--- src/pepc_defs.svh ---
// Register offsets, field positions and reset values of the port pad control.
`ifndef PEPC_DEFS_SVH
`define PEPC_DEFS_SVH

`define PEPC_ADDR_W        12
`define PEPC_OFF_ADDR_SEL  12'h000
`define PEPC_OFF_DRIVE     12'h004
`define PEPC_OFF_PULLUP    12'h008
`define PEPC_OFF_INPUT_EN  12'h00c
`define PEPC_OFF_PIN_STAT  12'h010
`define PEPC_SEL_BITS      4
`define PEPC_PORT_BITS     8
`define PEPC_RST_SEL       4'h0
`define PEPC_RST_BYTE      8'h00

`endif

--- src/pepc_pkg.sv ---
// Types shared by the port pad control files.
package pepc_pkg;

  typedef enum logic [2:0] {
    PEPC_IDLE   = 3'b001,
    PEPC_SETUP  = 3'b010,
    PEPC_ACCESS = 3'b100
  } pepc_apb_state_t;

  typedef logic [31:0] pepc_word_t;

endpackage

--- src/pepc_pad_cell.sv ---
// One pad's drive, pull-up and input gating.
`timescale 1ns/1ps
module pepc_pad_cell (
  input  wire logic drive_sel,
  input  wire logic port_out,
  input  wire logic port_oe,
  input  wire logic alt_out,
  input  wire logic open_drain,
  input  wire logic pullup_on,
  input  wire logic input_on,
  input  wire logic pad_in,
  output logic      pad_out,
  output logic      pad_oe,
  output logic      pad_pullup,
  output logic      core_in
);

  wire logic data_w;
  wire logic en_w;

  // *******************************
  // Source selection and driver
  // *******************************
  assign data_w     = drive_sel ? alt_out : port_out;
  assign en_w       = drive_sel ? 1'b1 : port_oe;
  // Open drain only ever pulls low; a high is left to the pull-up.
  assign pad_out    = open_drain ? 1'b0 : data_w;
  assign pad_oe     = en_w & (open_drain ? ~data_w : 1'b1);
  assign pad_pullup = pullup_on;
  // A blocked input reads zero so that a floating pad cannot toggle logic.
  assign core_in    = input_on & pad_in;

endmodule

--- src/pepc_top.sv ---
// Pad control for an eight-bit port with APB register access.
`timescale 1ns/1ps
`include "pepc_defs.svh"
// Notes on behaviour
// A select bit of zero keeps the low pin a port pin, one routes it to address line 20 to 23 in bit order.
// Each output-type bit gives push-pull when zero and open drain when one.
// Each pull-up bit turns its pull-up off at zero and on at one, read and write.
// Each input bit blocks the pin's input at zero and passes it at one, read and write.
// Unused upper bits of every control register are read-only zero.
// After reset every select, type, pull-up and input bit is zero.
module pepc_top (
  input  wire logic                    pclk,
  input  wire logic                    presetn,
  input  wire logic                    clk_en,
  input  wire logic                    psel,
  input  wire logic                    penable,
  input  wire logic                    pwrite,
  input  wire logic [11:0]             paddr,
  input  wire pepc_pkg::pepc_word_t    pwdata,
  output pepc_pkg::pepc_word_t         prdata,
  output logic                         pready,
  output logic                         pslverr,
  input  wire logic [7:0]              port_out,
  input  wire logic [7:0]              port_oe,
  input  wire logic [3:0]              ext_addr_hi,
  input  wire logic [7:0]              pad_in,
  output logic [7:0]                   pad_out,
  output logic [7:0]                   pad_oe,
  output logic [7:0]                   pad_pullup,
  output logic [7:0]                   core_in
);
  import pepc_pkg::*;

  // *******************************
  // Register storage
  // *******************************
  logic [3:0] addr_sel_q;
  logic [3:0] addr_sel_d;
  logic [7:0] open_drain_q;
  logic [7:0] open_drain_d;
  logic [7:0] pullup_q;
  logic [7:0] pullup_d;
  logic [7:0] input_en_q;
  logic [7:0] input_en_d;
  pepc_word_t prdata_q;
  pepc_word_t prdata_d;
  logic       slverr_q;
  logic       slverr_d;

  // *******************************
  // Bus decode
  // *******************************
  wire logic       setup_w;
  wire logic       access_w;
  wire logic       wr_w;
  wire logic       rd_w;
  wire logic       hit_sel;
  wire logic       hit_drv;
  wire logic       hit_pup;
  wire logic       hit_ie;
  wire logic       hit_stat;
  wire logic       hit_any;
  wire pepc_word_t rd_mux;

  // Read data is fetched at the setup edge so that it already stands in the
  // first access cycle; that is what lets pready stay high with no waits.
  // Writes land only at the access edge, when the transfer completes, so a
  // setup cycle that is never followed by penable changes nothing.
  assign setup_w  = clk_en & psel & ~penable;
  assign access_w = clk_en & psel & penable;
  assign wr_w     = access_w & pwrite;
  assign rd_w     = setup_w & ~pwrite;
  assign hit_sel  = paddr == `PEPC_OFF_ADDR_SEL;
  assign hit_drv  = paddr == `PEPC_OFF_DRIVE;
  assign hit_pup  = paddr == `PEPC_OFF_PULLUP;
  assign hit_ie   = paddr == `PEPC_OFF_INPUT_EN;
  assign hit_stat = paddr == `PEPC_OFF_PIN_STAT;
  assign hit_any  = hit_sel | hit_drv | hit_pup | hit_ie | hit_stat;

  assign rd_mux =
    hit_sel  ? {28'h0000000, addr_sel_q}  :
    hit_drv  ? {24'h000000, open_drain_q} :
    hit_pup  ? {24'h000000, pullup_q}     :
    hit_ie   ? {24'h000000, input_en_q}   :
    hit_stat ? {24'h000000, core_in}      :
               32'h00000000;

  // Only the low bits are stored, so upper write data is dropped.
  assign addr_sel_d   = (wr_w & hit_sel) ? pwdata[3:0] : addr_sel_q;
  assign open_drain_d = (wr_w & hit_drv) ? pwdata[7:0] : open_drain_q;
  assign pullup_d     = (wr_w & hit_pup) ? pwdata[7:0] : pullup_q;
  assign input_en_d   = (wr_w & hit_ie)  ? pwdata[7:0] : input_en_q;
  assign prdata_d     = rd_w ? rd_mux : prdata_q;
  assign slverr_d     = setup_w ? ~hit_any : slverr_q;

  // Every control bit changes at the edge that completes its write, and the
  // pads follow within the same cycle. A low clk_en at that edge loses the
  // write, which software must avoid while the enable is gated.
  always_ff @(posedge pclk or negedge presetn) begin
    if (!presetn) begin
      addr_sel_q   <= `PEPC_RST_SEL;
      open_drain_q <= `PEPC_RST_BYTE;
      pullup_q     <= `PEPC_RST_BYTE;
      input_en_q   <= `PEPC_RST_BYTE;
      prdata_q     <= 32'h00000000;
      slverr_q     <= 1'b0;
    end else if (clk_en) begin
      addr_sel_q   <= addr_sel_d;
      open_drain_q <= open_drain_d;
      pullup_q     <= pullup_d;
      input_en_q   <= input_en_d;
      prdata_q     <= prdata_d;
      slverr_q     <= slverr_d;
    end
  end

  assign prdata  = prdata_q;
  assign pready  = 1'b1;
  assign pslverr = slverr_q & psel & penable;

  // *******************************
  // Pad cells
  // *******************************
  genvar gi;
  generate
    for (gi = 0; gi < `PEPC_PORT_BITS; gi = gi + 1) begin : g_pad
      wire logic sel_w;
      wire logic alt_w;
      wire logic src_w;
      if (gi < `PEPC_SEL_BITS) begin : g_alt
        assign sel_w = addr_sel_q[gi];
        assign alt_w = ext_addr_hi[gi];
      end else begin : g_port
        assign sel_w = 1'b0;
        assign alt_w = 1'b0;
      end
      assign src_w = sel_w ? alt_w : port_out[gi];
      pepc_pad_cell u_cell (
        .drive_sel  (sel_w),
        .port_out   (port_out[gi]),
        .port_oe    (port_oe[gi]),
        .alt_out    (alt_w),
        .open_drain (open_drain_q[gi]),
        .pullup_on  (pullup_q[gi]),
        .input_on   (input_en_q[gi]),
        .pad_in     (pad_in[gi]),
        .pad_out    (pad_out[gi]),
        .pad_oe     (pad_oe[gi]),
        .pad_pullup (pad_pullup[gi]),
        .core_in    (core_in[gi])
      );

      // The same checks stand on every pad; src_w is the level the pin is
      // asked to show, before the output type is applied.
      a_pin_sel_drives: assert property (
        @(posedge pclk) disable iff (!presetn)
        (sel_w && !open_drain_q[gi]) |->
          (pad_oe[gi] && pad_out[gi] == alt_w))
        else $error("Selected pin does not drive its address line.");

      a_pin_pp_follows: assert property (
        @(posedge pclk) disable iff (!presetn)
        !open_drain_q[gi] |->
          (pad_out[gi] == src_w && pad_oe[gi] == (sel_w | port_oe[gi])))
        else $error("Push-pull pin does not follow its source.");

      a_pin_od_release: assert property (
        @(posedge pclk) disable iff (!presetn)
        (open_drain_q[gi] && src_w) |-> !pad_oe[gi])
        else $error("Open drain pin does not release a high.");

      a_pin_od_low: assert property (
        @(posedge pclk) disable iff (!presetn)
        (open_drain_q[gi] && (sel_w || port_oe[gi]) && !src_w) |->
          (pad_oe[gi] && !pad_out[gi]))
        else $error("Open drain pin does not pull low.");

      a_pin_input_gate: assert property (
        @(posedge pclk) disable iff (!presetn)
        core_in[gi] == (input_en_q[gi] & pad_in[gi]))
        else $error("Input gate does not match its enable.");
    end
  endgenerate

  // *******************************
  // Checks
  // *******************************
  a_sel_routes_addr: assert property (
    @(posedge pclk) disable iff (!presetn)
    addr_sel_q[2] |-> (pad_out[2] == ext_addr_hi[2] || open_drain_q[2]))
    else $error("Selected pin does not carry its address line.");

  a_sel_keeps_port: assert property (
    @(posedge pclk) disable iff (!presetn)
    (!addr_sel_q[0] && !open_drain_q[0]) |->
      (pad_out[0] == port_out[0] && pad_oe[0] == port_oe[0]))
    else $error("Unselected pin does not follow the port.");

  a_od_never_high: assert property (
    @(posedge pclk) disable iff (!presetn)
    (open_drain_q[5] && pad_oe[5]) |-> !pad_out[5])
    else $error("Open drain pin drives high.");

  a_pp_drives_high: assert property (
    @(posedge pclk) disable iff (!presetn)
    (!open_drain_q[6] && !addr_sel_q[0] && port_oe[6] && port_out[6])
      |-> (pad_oe[6] && pad_out[6]))
    else $error("Push-pull pin fails to drive high.");

  a_pullup_write: assert property (
    @(posedge pclk) disable iff (!presetn)
    (clk_en && psel && penable && pwrite && paddr == `PEPC_OFF_PULLUP)
      |=> (pad_pullup == $past(pwdata[7:0])))
    else $error("Pull-up write not reflected on pads.");

  a_input_blocked: assert property (
    @(posedge pclk) disable iff (!presetn)
    !input_en_q[1] |-> !core_in[1])
    else $error("Blocked input leaks into the device.");

  a_input_passes: assert property (
    @(posedge pclk) disable iff (!presetn)
    input_en_q[7] |-> core_in[7] == pad_in[7])
    else $error("Enabled input not passed.");

  a_sel_upper_zero: assert property (
    @(posedge pclk) disable iff (!presetn)
    (clk_en && psel && !penable && !pwrite && paddr == `PEPC_OFF_ADDR_SEL)
      ##1 (psel && penable) |-> prdata[31:4] == 28'h0000000)
    else $error("Select register upper bits not zero.");

  // *******************************
  // Register access checks
  // *******************************
  a_sel_write: assert property (
    @(posedge pclk) disable iff (!presetn)
    (access_w && pwrite && paddr == `PEPC_OFF_ADDR_SEL)
      |=> (addr_sel_q == $past(pwdata[3:0])))
    else $error("Select write not stored.");

  a_od_write: assert property (
    @(posedge pclk) disable iff (!presetn)
    (access_w && pwrite && paddr == `PEPC_OFF_DRIVE)
      |=> (open_drain_q == $past(pwdata[7:0])))
    else $error("Output type write not stored.");

  a_ie_write: assert property (
    @(posedge pclk) disable iff (!presetn)
    (access_w && pwrite && paddr == `PEPC_OFF_INPUT_EN)
      |=> (input_en_q == $past(pwdata[7:0])))
    else $error("Input enable write not stored.");

  a_pullup_read: assert property (
    @(posedge pclk) disable iff (!presetn)
    (setup_w && !pwrite && paddr == `PEPC_OFF_PULLUP)
      |=> (prdata == {24'h000000, $past(pad_pullup)}))
    else $error("Pull-up read does not match the pads.");

  a_status_read: assert property (
    @(posedge pclk) disable iff (!presetn)
    (setup_w && !pwrite && paddr == `PEPC_OFF_PIN_STAT)
      |=> (prdata == {24'h000000, $past(core_in)}))
    else $error("Pin status read does not match the gated inputs.");

  // Every register but the select one is eight bits wide.
  a_upper_zero: assert property (
    @(posedge pclk) disable iff (!presetn)
    (setup_w && !pwrite && paddr != `PEPC_OFF_ADDR_SEL)
      |=> (prdata[31:8] == 24'h000000))
    else $error("Upper read bits not zero.");

  a_unmapped_err: assert property (
    @(posedge pclk) disable iff (!presetn)
    (setup_w && !hit_any) ##1 (psel && penable) |-> pslverr)
    else $error("Unmapped access not flagged.");

  a_mapped_ok: assert property (
    @(posedge pclk) disable iff (!presetn)
    (setup_w && hit_any) ##1 (psel && penable) |-> !pslverr)
    else $error("Mapped access flagged as an error.");

  a_read_keeps_bits: assert property (
    @(posedge pclk) disable iff (!presetn)
    (setup_w && !pwrite) |=>
      ($stable(addr_sel_q) && $stable(open_drain_q) &&
       $stable(pullup_q) && $stable(input_en_q)))
    else $error("A read changed a control register.");

  // A low clock enable must leave every stored bit where it was.
  a_freeze_bits: assert property (
    @(posedge pclk) disable iff (!presetn)
    !clk_en |=>
      ($stable(addr_sel_q) && $stable(open_drain_q) && $stable(pullup_q) &&
       $stable(input_en_q) && $stable(prdata_q) && $stable(slverr_q)))
    else $error("State moved while the clock enable was low.");

  a_reset_clear: assert property (
    @(posedge pclk)
    $rose(presetn) |-> (addr_sel_q == 4'h0 && open_drain_q == 8'h00 &&
      pullup_q == 8'h00 && input_en_q == 8'h00))
    else $error("Control bits not cleared by reset.");

endmodule

--- config.mk ---
export PLATFORM = sky130hd
export DESIGN_NAME = pepc_top
export DESIGN_NICKNAME = d
export VERILOG_FILES = /design/src/pepc_pkg.sv /design/src/pepc_pad_cell.sv /design/src/pepc_top.sv
export VERILOG_INCLUDE_DIRS = /design/src /design/src/src
export SDC_FILE = /design/constraint.sdc
export NUM_CORES = 1
export LEC_CHECK = 0
export BUFFER_PORTS_ARGS = -buffer_cell sky130_fd_sc_hd__clkbuf_2
export CAP_MARGIN = 20
export CORE_ASPECT_RATIO = 1.25
export CORE_MARGIN = 2
export CORE_UTILIZATION = 48
export DETAILED_ROUTE_END_ITERATION = 12
export GPL_TIMING_DRIVEN = 0
export HOLD_SLACK_MARGIN = 0.1
export PLACE_DENSITY = 0.94
export SYNTH_ARGS = -nofsm -noshare
export SYNTH_HDL_FRONTEND = slang
export SYNTH_SLANG_ARGS = --single-unit
--- constraint.sdc ---
create_clock -name pclk -period 1.8 [get_ports pclk]
set_clock_uncertainty 0.2 [all_clocks]
set_input_delay 0.18 -clock pclk [delete_from_list [all_inputs] [get_ports pclk]]
set_output_delay 0.18 -clock pclk [all_outputs]
set_load 0.02 [all_outputs]
==> impl_metrics.py, run 1 <==
metrics = {
    "global_route": {
        "grt_usage_pct": 22.2,
        "grt_pass1_vias": 2161,
        "gr-total-overflow": 0,
        "grt_pass1_wl_um": 9560,
        "antenna_found_initial": 0,
        "grt_max_degree": 38,
    },
    "timing": {
        "period_share_pct": 98.7,
        "hold_ws_ns": 0.101,
        "tightest_slew_ns": 0.899,
        "slew-limit-headroom_pct": 40.0,
        "final_max_slew_viol_count": 0,
        "hold_viol_final": 0,
        "setup_viol": 0,
        "setup_slack_ns": 0.0238,
        "fmax_mhz": 563,
        "period_needed_ns": 1.78,
        "tns_ns": 0,
    },
    "min_path": {
        "worstHoldEndpoint": "slverr_q",
        "hold_path_depth": 5,
        "min-delay-start": "psel",
        "hold_class": "input pin to flip-flop",
    },
    "clocking": {
        "htreeDepth": 2,
        "clock-root-buffer": "clkbuf_8",
        "cts_made_buffers": 5,
        "clk-insertion-delay-late_ns": 0.30,
        "clk_pin_slew_ns": 0.08,
        "cts_tree": "yes",
        "cts_sinks": 37,
        "clk_path_buf_depth": 2,
    },
    "routing": {
        "drc": 0,
        "finalWirelength_um": 6290,
        "detailedRoute.firstIterationViolations": 110,
        "drt_pass1_iterations": 4,
        "routed_via_density": 4.96,
        "wl_per_cell_um": 13.6,
        "num_vias": 2302,
        "final_antenna_net_count": 0,
    },
    "setup_path": {
        "cp.arrival_ns": 1.75,
        "r2r_cells": 3,
        "path_cells": "clkbuf_2, and2b_1, clkbuf_1, nand2_1, mux2_2",
        "slowest_delay_ns": 0.41,
        "critical_path_required_ns": 1.77,
        "cp-end-kind": "flip-flop",
        "rr_startpoint": "pullup_q[6]",
        "cp_slowest_cell": "nand2_1",
        "regToRegEndpoint": "prdata[6]",
        "crit_type": "input pin to flip-flop",
        "crit_path_start_kind": "input pin",
        "cp_max_fo": 9,
        "reg2reg_slack_ns": 0.60,
    },
    "placed_design": {
        "gp_congestion": 0.798,
        "place_ws_ns": -0.483,
        "portBuffers": 94,
        "hpwl_um": 4560,
    },
    "status": {
        "run_status": "complete, no violations",
    },
    "power_and_ir_drop": {
        "powerDensity_mw_per_mm2": 515,
        "pwr-share-clk_pct": 34.3,
        "combinationalPowerShare_pct": 19.2,
        "internal_power_w": 0.00130,
        "switching_share_pct": 27.4,
        "p_leak_nw": 1.89,
        "p_switching_w": 0.000489,
        "ir_worst_vdd_uv": 423,
        "p_seq_share_pct": 46.5,
    },
    "logic_synthesis": {
        "avgSynthCellArea_um2": 9.69,
        "synth.distinct_cells": 35,
        "ys_seq_area_share_pct": 37.6,
        "postSynthCellCount": 254,
        "synth_seq_cells": 37,
        "yosysWarnings": 0,
        "synth_area_mm2": 0.00246,
    },
    "floorplan": {
        "dieArea_mm2": 0.00572,
        "fp-row-count": 29,
        "initial_core_util_pct": 49.2,
        "die_h_um": 84.1,
        "io_pins": 144,
        "die_x_um": 68.1,
        "design.core.area_mm2": 0.00501,
    },
    "finish": {
        "mostFrequentLayoutCell": "clkbuf_2",
        "antenna_cells": 0,
        "drive_above_1_share_pct": 53.5,
        "area_growth_pct": 41.1,
        "final_cell_mix": "clkbuf_2 (95), buf_4 (66), dfrtp_1 (36)",
        "nets": 479,
    },
    "run": {
        "maxCapViolCount": 0,
    },
}
[worst max-delay path by stage]
stage | startpoint | to | slack, ns | depth (start not counted)
2_1_floorplan | paddr[4] | input_en_q[0] | 0.0002 | 6
3_3_place_gp | paddr[4] | addr_sel_q[1] | -0.40 | 6
3_5_place_dp | paddr[1] | prdata[2] | -0.48 | 6
4_1_cts | paddr[4] | addr_sel_q[2] | 0.02 | 7
5_1_grt | paddr[3] | open_drain_q[5] | -0.02 | 5
6_report | paddr[3] | open_drain_q[7] | 0.02 | 5
[registers in the layout, summed over array words and instances, names as in the netlist]
| signal | flops |
|---|---|
| addr_sel_q | 4 |
| input_en_q | 8 |
| open_drain_q | 8 |
| prdata | 8 |
| pullup_q | 8 |
| slverr_q | 1 |
[power by group through the flow]
stage	Combinational, W	Clock, W	Sequential, W
after detailed placement	0.000306	0	0.000848
final	0.000343	0.000613	0.000832
after floorplan	0.000186	0	0.000848
after global placement	0.000298	0	0.000848
after global routing	0.000372	0.000659	0.000832
after CTS	0.000334	0.000624	0.000832
[cells in the mapped netlist (all sizes together)]
library cell   n  share of area, %
conb           2              0.30
a21boi         5               1.5
and2b          1              0.30
nand2         11               1.7
or2            1              0.25
a31oi          8               2.0
dfrtp         37                38
nand4          1              0.25
o31ai          8               2.4
nor4           4               1.6
clkbuf         7               1.1
o21ai          1              0.20
and2          13               3.3
buf           59                18
nor2b          5               1.3
o22a           8               2.8
nor3           3               1.1
a21oi         20               4.1
inv            4              0.61
or4b           1              0.56
or3            1              0.25
a21o           4               1.3
mux2          28                13
nor2          13               2.0
mux2i          4               1.6
and3           3              0.81
nand3          2              0.41
[kinds of logic (layout without fill, tap and decap cells)]
logic type | count (synthesis) | count (layout) | share of synthesized area [%]
multiplexers | 32 | 32 | 14.4
buffers and inverters | 70 | 195 | 19.5
AO/OA/AOI/OAI | 54 | 54 | 14.4
flip-flops | 37 | 37 | 37.6
AND/OR/NAND/NOR | 59 | 59 | 13.8
other | 2 | 25 | 0.305
[repair_timing]
| item | in CTS | in global routing |
|---|---|---|
| endpoints found under the setup margin | 27 | 36 |
| resized for setup | 7 | 9 |
| setup buffers | 2 | 8 |
| endpoints found under the hold margin | 66 | 0 |
| cloned | 0 | 0 |
| hold buffers | 13 | 0 |
| pin swaps | 2 | 5 |
[worst max-delay path: cells and delay by family]
kind          cells  cell delay, ns
simple gates      2            0.64
buf+inv           2            0.53
mux               1            0.39
[routing by layer]
metal / global-route usage, % / vias to the layer above / wire [um] / part of all wire, %
li1: - / 1102 / - / -
met1: 25.7 / 1089 / 2380 / 38
met2: 37.4 / 101 / 3300 / 52
met3: 4.72 / 10 / 484 / 7.7
met4: 10.9 / 0 / 125 / 2.0
met5: 0 / - / 0 / 0
[area by class of cell]
class	instances	area [um2]
clock inverter	2	13.8
fill	407	1530
inverter	4	15.0
tap	62	77.6
sequential	37	927
timing repair buffer	117	688
buffer	66	478
clock buffer	6	82.6
multi-input combinational	170	1190
[metrics by stage]
stage          util, %  total power (W)  cells  area (um2)
4_1_cts           67.5          0.00179    456        3380
2_1_floorplan        -          0.00103    277        2550
6_report          69.4          0.00179    464        3470
3_3_place_gp      61.9          0.00115    433        3100
3_5_place_dp      61.9          0.00115    433        3100
5_1_grt           69.4          0.00186    464        3470
No activity file was read; power rests on OpenSTA's default activity.
==> run 2: changes to the inputs <==
Settings changed: ABC_AREA set to 1, BUFFER_PORTS_ARGS -buffer_cell sky130_fd_sc_hd__clkbuf_2 to unset, CAP_MARGIN 20 to 15, CORE_UTILIZATION 48 to 60, DONT_BUFFER_PORTS set to 1, PLACE_DENSITY 0.94 to 0.83.
==> impl_metrics.py, run 2 <==
metrics = {
    "finish": {
        "area_growth_pct": 17.3,
        "drive_above_1_share_pct": 28.6,
        "multi_input_area_mm2": 0.00127,
        "fillers": 354,
        "mostFrequentLayoutCell": "nand2_1",
        "nets": 489,
        "final_cell_mix": "nand2_1 (92), buf_4 (57), inv_1 (44)",
        "seq_area_um2": 926,
        "finish.instance_area_mm2": 0.00322,
        "antenna_cells": 0,
    },
    "floorplan": {
        "initial_core_util_pct": 62.4,
        "die_x_um": 64.5,
        "fp-row-count": 27,
        "dieArea_mm2": 0.00513,
        "die_h_um": 79.6,
        "io_pins": 144,
        "design.core.area_mm2": 0.00439,
    },
    "routing": {
        "detailedRoute.firstIterationViolations": 64,
        "num_vias": 2281,
        "routed_via_density": 4.85,
        "wl_per_cell_um": 12.8,
        "finalWirelength_um": 6000,
        "drc": 0,
        "drt_pass1_iterations": 4,
        "final_antenna_net_count": 0,
    },
    "logic_synthesis": {
        "synth_seq_cells": 37,
        "yosysWarnings": 0,
        "postSynthCellCount": 363,
        "synth.distinct_cells": 27,
        "netlist_top_cells_count": "nand2_1 (92), buf_4 (57), inv_1 (44), dfrtp_1 (37), nor2_1 (28)",
        "synth_area_mm2": 0.00274,
        "avgSynthCellArea_um2": 7.55,
        "async_reset_ff_share_pct": 100,
        "synth_top_area_cell": "dfrtp_1",
        "ys.flop_type": "dfrtp_1",
        "synth_edf_count": 0,
        "synthTopCellsByArea": "dfrtp_1 (34%), buf_4 (16%), nand2_1 (13%), o21ai_2 (8.0%), inv_1 (6.0%)",
        "synth.top_cell.area_share_pct": 33.8,
        "synth.most_common_cell": "nand2_1",
        "ys_seq_area_share_pct": 33.8,
    },
    "clocking": {
        "cts_sinks": 37,
        "cts_made_buffers": 5,
        "clk_path_buf_depth": 2,
        "cts_tree": "yes",
        "htreeDepth": 2,
        "clk_pin_slew_ns": 0.08,
        "clk-insertion-delay-late_ns": 0.29,
        "clock-root-buffer": "clkbuf_8",
        "post-cts-setup-buffers": 0,
    },
    "timing": {
        "final_max_slew_viol_count": 0,
        "setup_viol": 0,
        "hold_ws_ns": 0.129,
        "hold_viol_final": 0,
        "fmax_mhz": 584,
        "rsz0062_at_grt": "false",
        "tns_ns": 0,
        "period_share_pct": 95.2,
        "period_needed_ns": 1.71,
    },
    "setup_path": {
        "cp_max_fo": 5,
        "crit_path_end": "pad_oe[2]",
        "rr_startpoint": "input_en_q[0]",
        "cp.arrival_ns": 1.33,
        "worstSetupStartpoint": "addr_sel_q[2]",
        "cp-end-kind": "output port",
        "crit_path_start_kind": "flip-flop",
        "critical_path_required_ns": 1.42,
        "r2r_cells": 8,
        "crit_type": "flip-flop to output port",
        "regToRegEndpoint": "prdata[0]",
        "reg2reg_slack_ns": 0.47,
    },
    "global_route": {
        "grt_max_degree": 38,
        "grt_usage_pct": 24.5,
        "antenna_found_initial": 0,
        "gr-total-overflow": 0,
        "grt_pass1_vias": 2094,
        "grt_pass1_wl_um": 9780,
    },
    "power_and_ir_drop": {
        "totalPowerFinal_w": 0.00186,
        "p_leak_nw": 1.84,
        "powerDensity_mw_per_mm2": 579,
        "ir_worst_vdd_uv": 350,
    },
    "placed_design": {
        "hpwl_um": 4470,
        "portBuffers": 0,
        "gp_congestion": 0.877,
        "postPlaceCellArea_mm2": 0.00290,
    },
    "status": {
        "run_status": "complete, no violations",
    },
    "min_path": {
        "hold_class": "input pin to asynchronous set/reset pin",
    },
    "run": {
        "maxCapViolCount": 0,
    },
}
[run 2: worst min path at each step]
| stage | startpoint | end | depth (start not counted) |
|---|---|---|---|
| global route | presetn | open_drain_q[6] | 2 |
| floorplan | presetn | addr_sel_q[0] | 0 |
| CTS | clk_en | prdata[3] | 6 |
| global placement | presetn | open_drain_q[6] | 0 |
| detailed placement | presetn | pullup_q[0] | 0 |
| finish | presetn | prdata[0] | 2 |
[run 2: layout make-up]
| cell class | instances | share of cell area, % |
|---|---|---|
| inverter | 46 | 5.37 |
| clock buffer | 5 | 2.14 |
| buffer | 61 | 14.7 |
| timing repair buffer | 18 | 5.91 |
| multi-input combinational | 242 | 39.4 |
| clock inverter | 3 | 1.44 |
| tap | 58 | 2.26 |
| sequential | 37 | 28.8 |
[run 2: cells by family after synthesis]
kind of cell	Yosys count	share of synthesized area [%]
mux	2	0.730
simple gates	167	28.8
compound gates	48	12.8
buf+inv	107	23.6
other cells	2	0.274
flops	37	33.8
[run 2: stage by stage]
step	util [%]	setup slack, ns	std cells
2_1_floorplan	-	0.437	386
3_3_place_gp	66.0	0.252	444
3_5_place_dp	66.0	0.228	444
4_1_cts	73.0	0.0538	470
5_1_grt	73.2	0.000837	470
6_report	73.2	0.0870	470
[run 2: worst max-delay path, stage by stage (launching register included)]
cell and delay, ns:
dfrtp_1 0.44, o21ai_0 0.24, inv_1 0.07, a21oi_1 0.14, buf_4 0.16
[run 2: power breakdown]
group	internal [W]	switching, W	total (W)
combinational	0.000117	0.000170	0.000286
sequential	0.000838	0.00000999	0.000848
clock	0.000415	0.000314	0.000729
[run 2: metal layers]
| metal | routed length (um) | GRT usage [%] |
|---|---|---|
| met1 | 2390 | 29.6 |
| met2 | 3130 | 43.5 |
| met3 | 371 | 4.23 |
| met4 | 106 | 8.94 |
| met5 | 0 | 0 |
[run 2: timing repair]
| item | CTS | global route |
|---|---|---|
| endpoints found under the setup margin | 0 | 7 |
| hold buffers | 18 | 0 |
| endpoints found under the hold margin | 73 | 0 |
| gates resized for setup | 0 | 2 |
==> run 3: changes to the inputs <==
Settings changed: RECOVER_POWER set to 25, REMOVE_ABC_BUFFERS set to 1, SETUP_SLACK_MARGIN set to 0.4.
==> impl_metrics.py, run 3 (synthesis gave the netlist of run 2 again) <==
metrics = {
    "power_and_ir_drop": {
        "ir_worst_vdd_uv": 518,
        "pwr-share-clk_pct": 35.5,
        "p_leak_nw": 1.57,
        "internal_power_w": 0.00120,
        "switching_share_pct": 27.7,
        "combinationalPowerShare_pct": 13.5,
        "powerDensity_mw_per_mm2": 592,
        "p_switching_w": 0.000462,
        "totalPowerFinal_w": 0.00167,
        "p_seq_share_pct": 51.0,
    },
    "timing": {
        "fmax_mhz": 641,
        "period_needed_ns": 1.56,
        "tns_ns": 0,
        "slew-limit-headroom_pct": 39.2,
        "final_max_slew_viol_count": 0,
        "period_share_pct": 86.7,
        "tightest_slew_ns": 0.911,
        "hold_ws_ns": 0.0982,
        "rsz0062_at_grt": "true",
        "hold_viol_final": 0,
        "setup_viol": 0,
    },
    "routing": {
        "wl_met2_um": 3000,
        "drt-met1-wl_um": 2240,
        "maxUsedRoutingLayer": "met4",
        "met3_length_um": 426,
        "drt_pass1_iterations": 4,
        "detailedRoute.firstIterationViolations": 107,
        "final_antenna_net_count": 0,
        "routed_via_density": 5.25,
        "num_vias": 2154,
        "finalWirelength_um": 5920,
        "drc": 0,
        "wl_per_cell_um": 14.4,
    },
    "setup_path": {
        "crit_cells": 3,
        "slowest_delay_ns": 0.42,
        "cp_top_family": "flip-flops",
        "cp_max_fo": 4,
        "worstSetupStartpoint": "addr_sel_q[0]",
        "cp.arrival_ns": 1.18,
        "crit_type": "flip-flop to output port",
        "path_buf_inv": 1,
        "path_cells": "o21ai_2, inv_2, a21oi_4",
        "cp-end-kind": "output port",
        "critical_path_required_ns": 1.42,
        "r2r_cells": 8,
        "crit_path_start_kind": "flip-flop",
        "rr_startpoint": "input_en_q[0]",
        "cp_slowest_cell": "dfrtp_1",
    },
    "placed_design": {
        "place_inst": 383,
        "portBuffers": 0,
        "hpwl_um": 4100,
        "gp_congestion": 0.831,
    },
    "clocking": {
        "cts_sinks": 37,
        "cts_tree": "yes",
        "clock-root-buffer": "clkbuf_8",
        "clk-insertion-delay-late_ns": 0.30,
        "cts_made_buffers": 5,
        "clk_pin_slew_ns": 0.07,
        "clk_path_buf_depth": 2,
        "htreeDepth": 2,
    },
    "finish": {
        "antenna_cells": 0,
        "mostFrequentLayoutCell": "nand2_1",
        "drive_above_1_share_pct": 23.3,
        "nets": 430,
        "fin_cells": 410,
        "area_growth_pct": 2.74,
        "final_cell_mix": "nand2_1 (92), inv_1 (42), dfrtp_1 (35)",
    },
    "min_path": {
        "hold_path_depth": 5,
        "min-delay-start": "pwrite",
        "hold_class": "input pin to flip-flop",
    },
    "global_route": {
        "grt_max_degree": 38,
        "gr-total-overflow": 0,
        "antenna_found_initial": 0,
        "grt_usage_pct": 24.1,
        "grt_pass1_wl_um": 9360,
        "grt_pass1_vias": 1983,
    },
    "floorplan": {
        "die_h_um": 79.6,
        "die_x_um": 64.5,
        "initial_core_util_pct": 62.4,
        "fp-row-count": 27,
        "io_pins": 144,
        "dieArea_mm2": 0.00513,
        "design.core.area_mm2": 0.00439,
    },
    "run": {
        "maxCapViolCount": 0,
    },
    "status": {
        "run_status": "complete, no violations",
    },
}
run 3: changes by cell type in the layout (fill, tap and decap cells not counted), moves of 3 or more:
cell	before	now
nor2_1	28	20
a21boi_4	0	3
dlygate4sd3_1	17	13
a21boi_0	4	0
nor2_2	4	13
buf_4	57	5
buf_6	4	0
run 3: area by class of cell:
type / instances / area (um2)
fill: 361 / 1580
multi-input combinational: 242 / 1370
sequential: 37 / 928
timing repair buffer: 20 / 185
inverter: 46 / 173
clock buffer: 7 / 86.3
tap: 58 / 72.6
run 3: path summary, 6_finish.rpt:
check	to	slack, ns
setup / recovery	pad_oe[0]	0.24
hold / removal	prdata[3]	0.1
setup reg to reg	prdata[0]	0.50
hold reg to reg	slverr_q	0.30
max in group asynchronous	pullup_q[1]	0.43
min in group asynchronous	addr_sel_q[0]	0.33
run 3: power by group through the flow:
stage	clock [W]	combinational (W)	sequential, W
2_1_floorplan	0	0.000151	0.000864
3_3_place_gp	0	0.000161	0.000866
3_5_place_dp	0	0.000164	0.000866
4_1_cts	0.000577	0.000222	0.000850
5_1_grt	0.000619	0.000245	0.000850
6_report	0.000591	0.000225	0.000850
run 3: worst register-to-register path, stage by stage (launching register included):
cell and delay (ns):
dfrtp_1 0.40, nand2_1 0.06, inv_1 0.11, nand3_1 0.11
nand2_1 0.05, nor2_1 0.09, nand3_1 0.07, nand2_1 0.06
nand2_1 0.05
run 3: what timing repair did:
item / 4_1_cts / 5_1_grt
cloned: 0 / 0
endpoints found under the setup margin: 16 / 36
buffers inserted: 5 / 0
pin swaps: 5 / 2
endpoints found under the hold margin: 73 / 0
gates resized for setup: 28 / 10
hold buffers: 15 / 0
run 3: per-layer routing:
layer | vias to the layer above | GRT usage (%)
li1 | 1034 | -
met1 | 982 | 28.9
met2 | 117 | 39.4
met3 | 21 | 5.08
met4 | 0 | 14.9
met5 | - | 0
run 3: per-stage QoR:
stage,area [um2],worst slack [ns],utilization (%)
CTS,2780,0.258,63.4
floorplan,2350,0.389,-
global placement,2430,0.192,55.3
detailed placement,2430,0.138,55.3
global route,2820,0.191,64.1
finish,2820,0.240,64.1
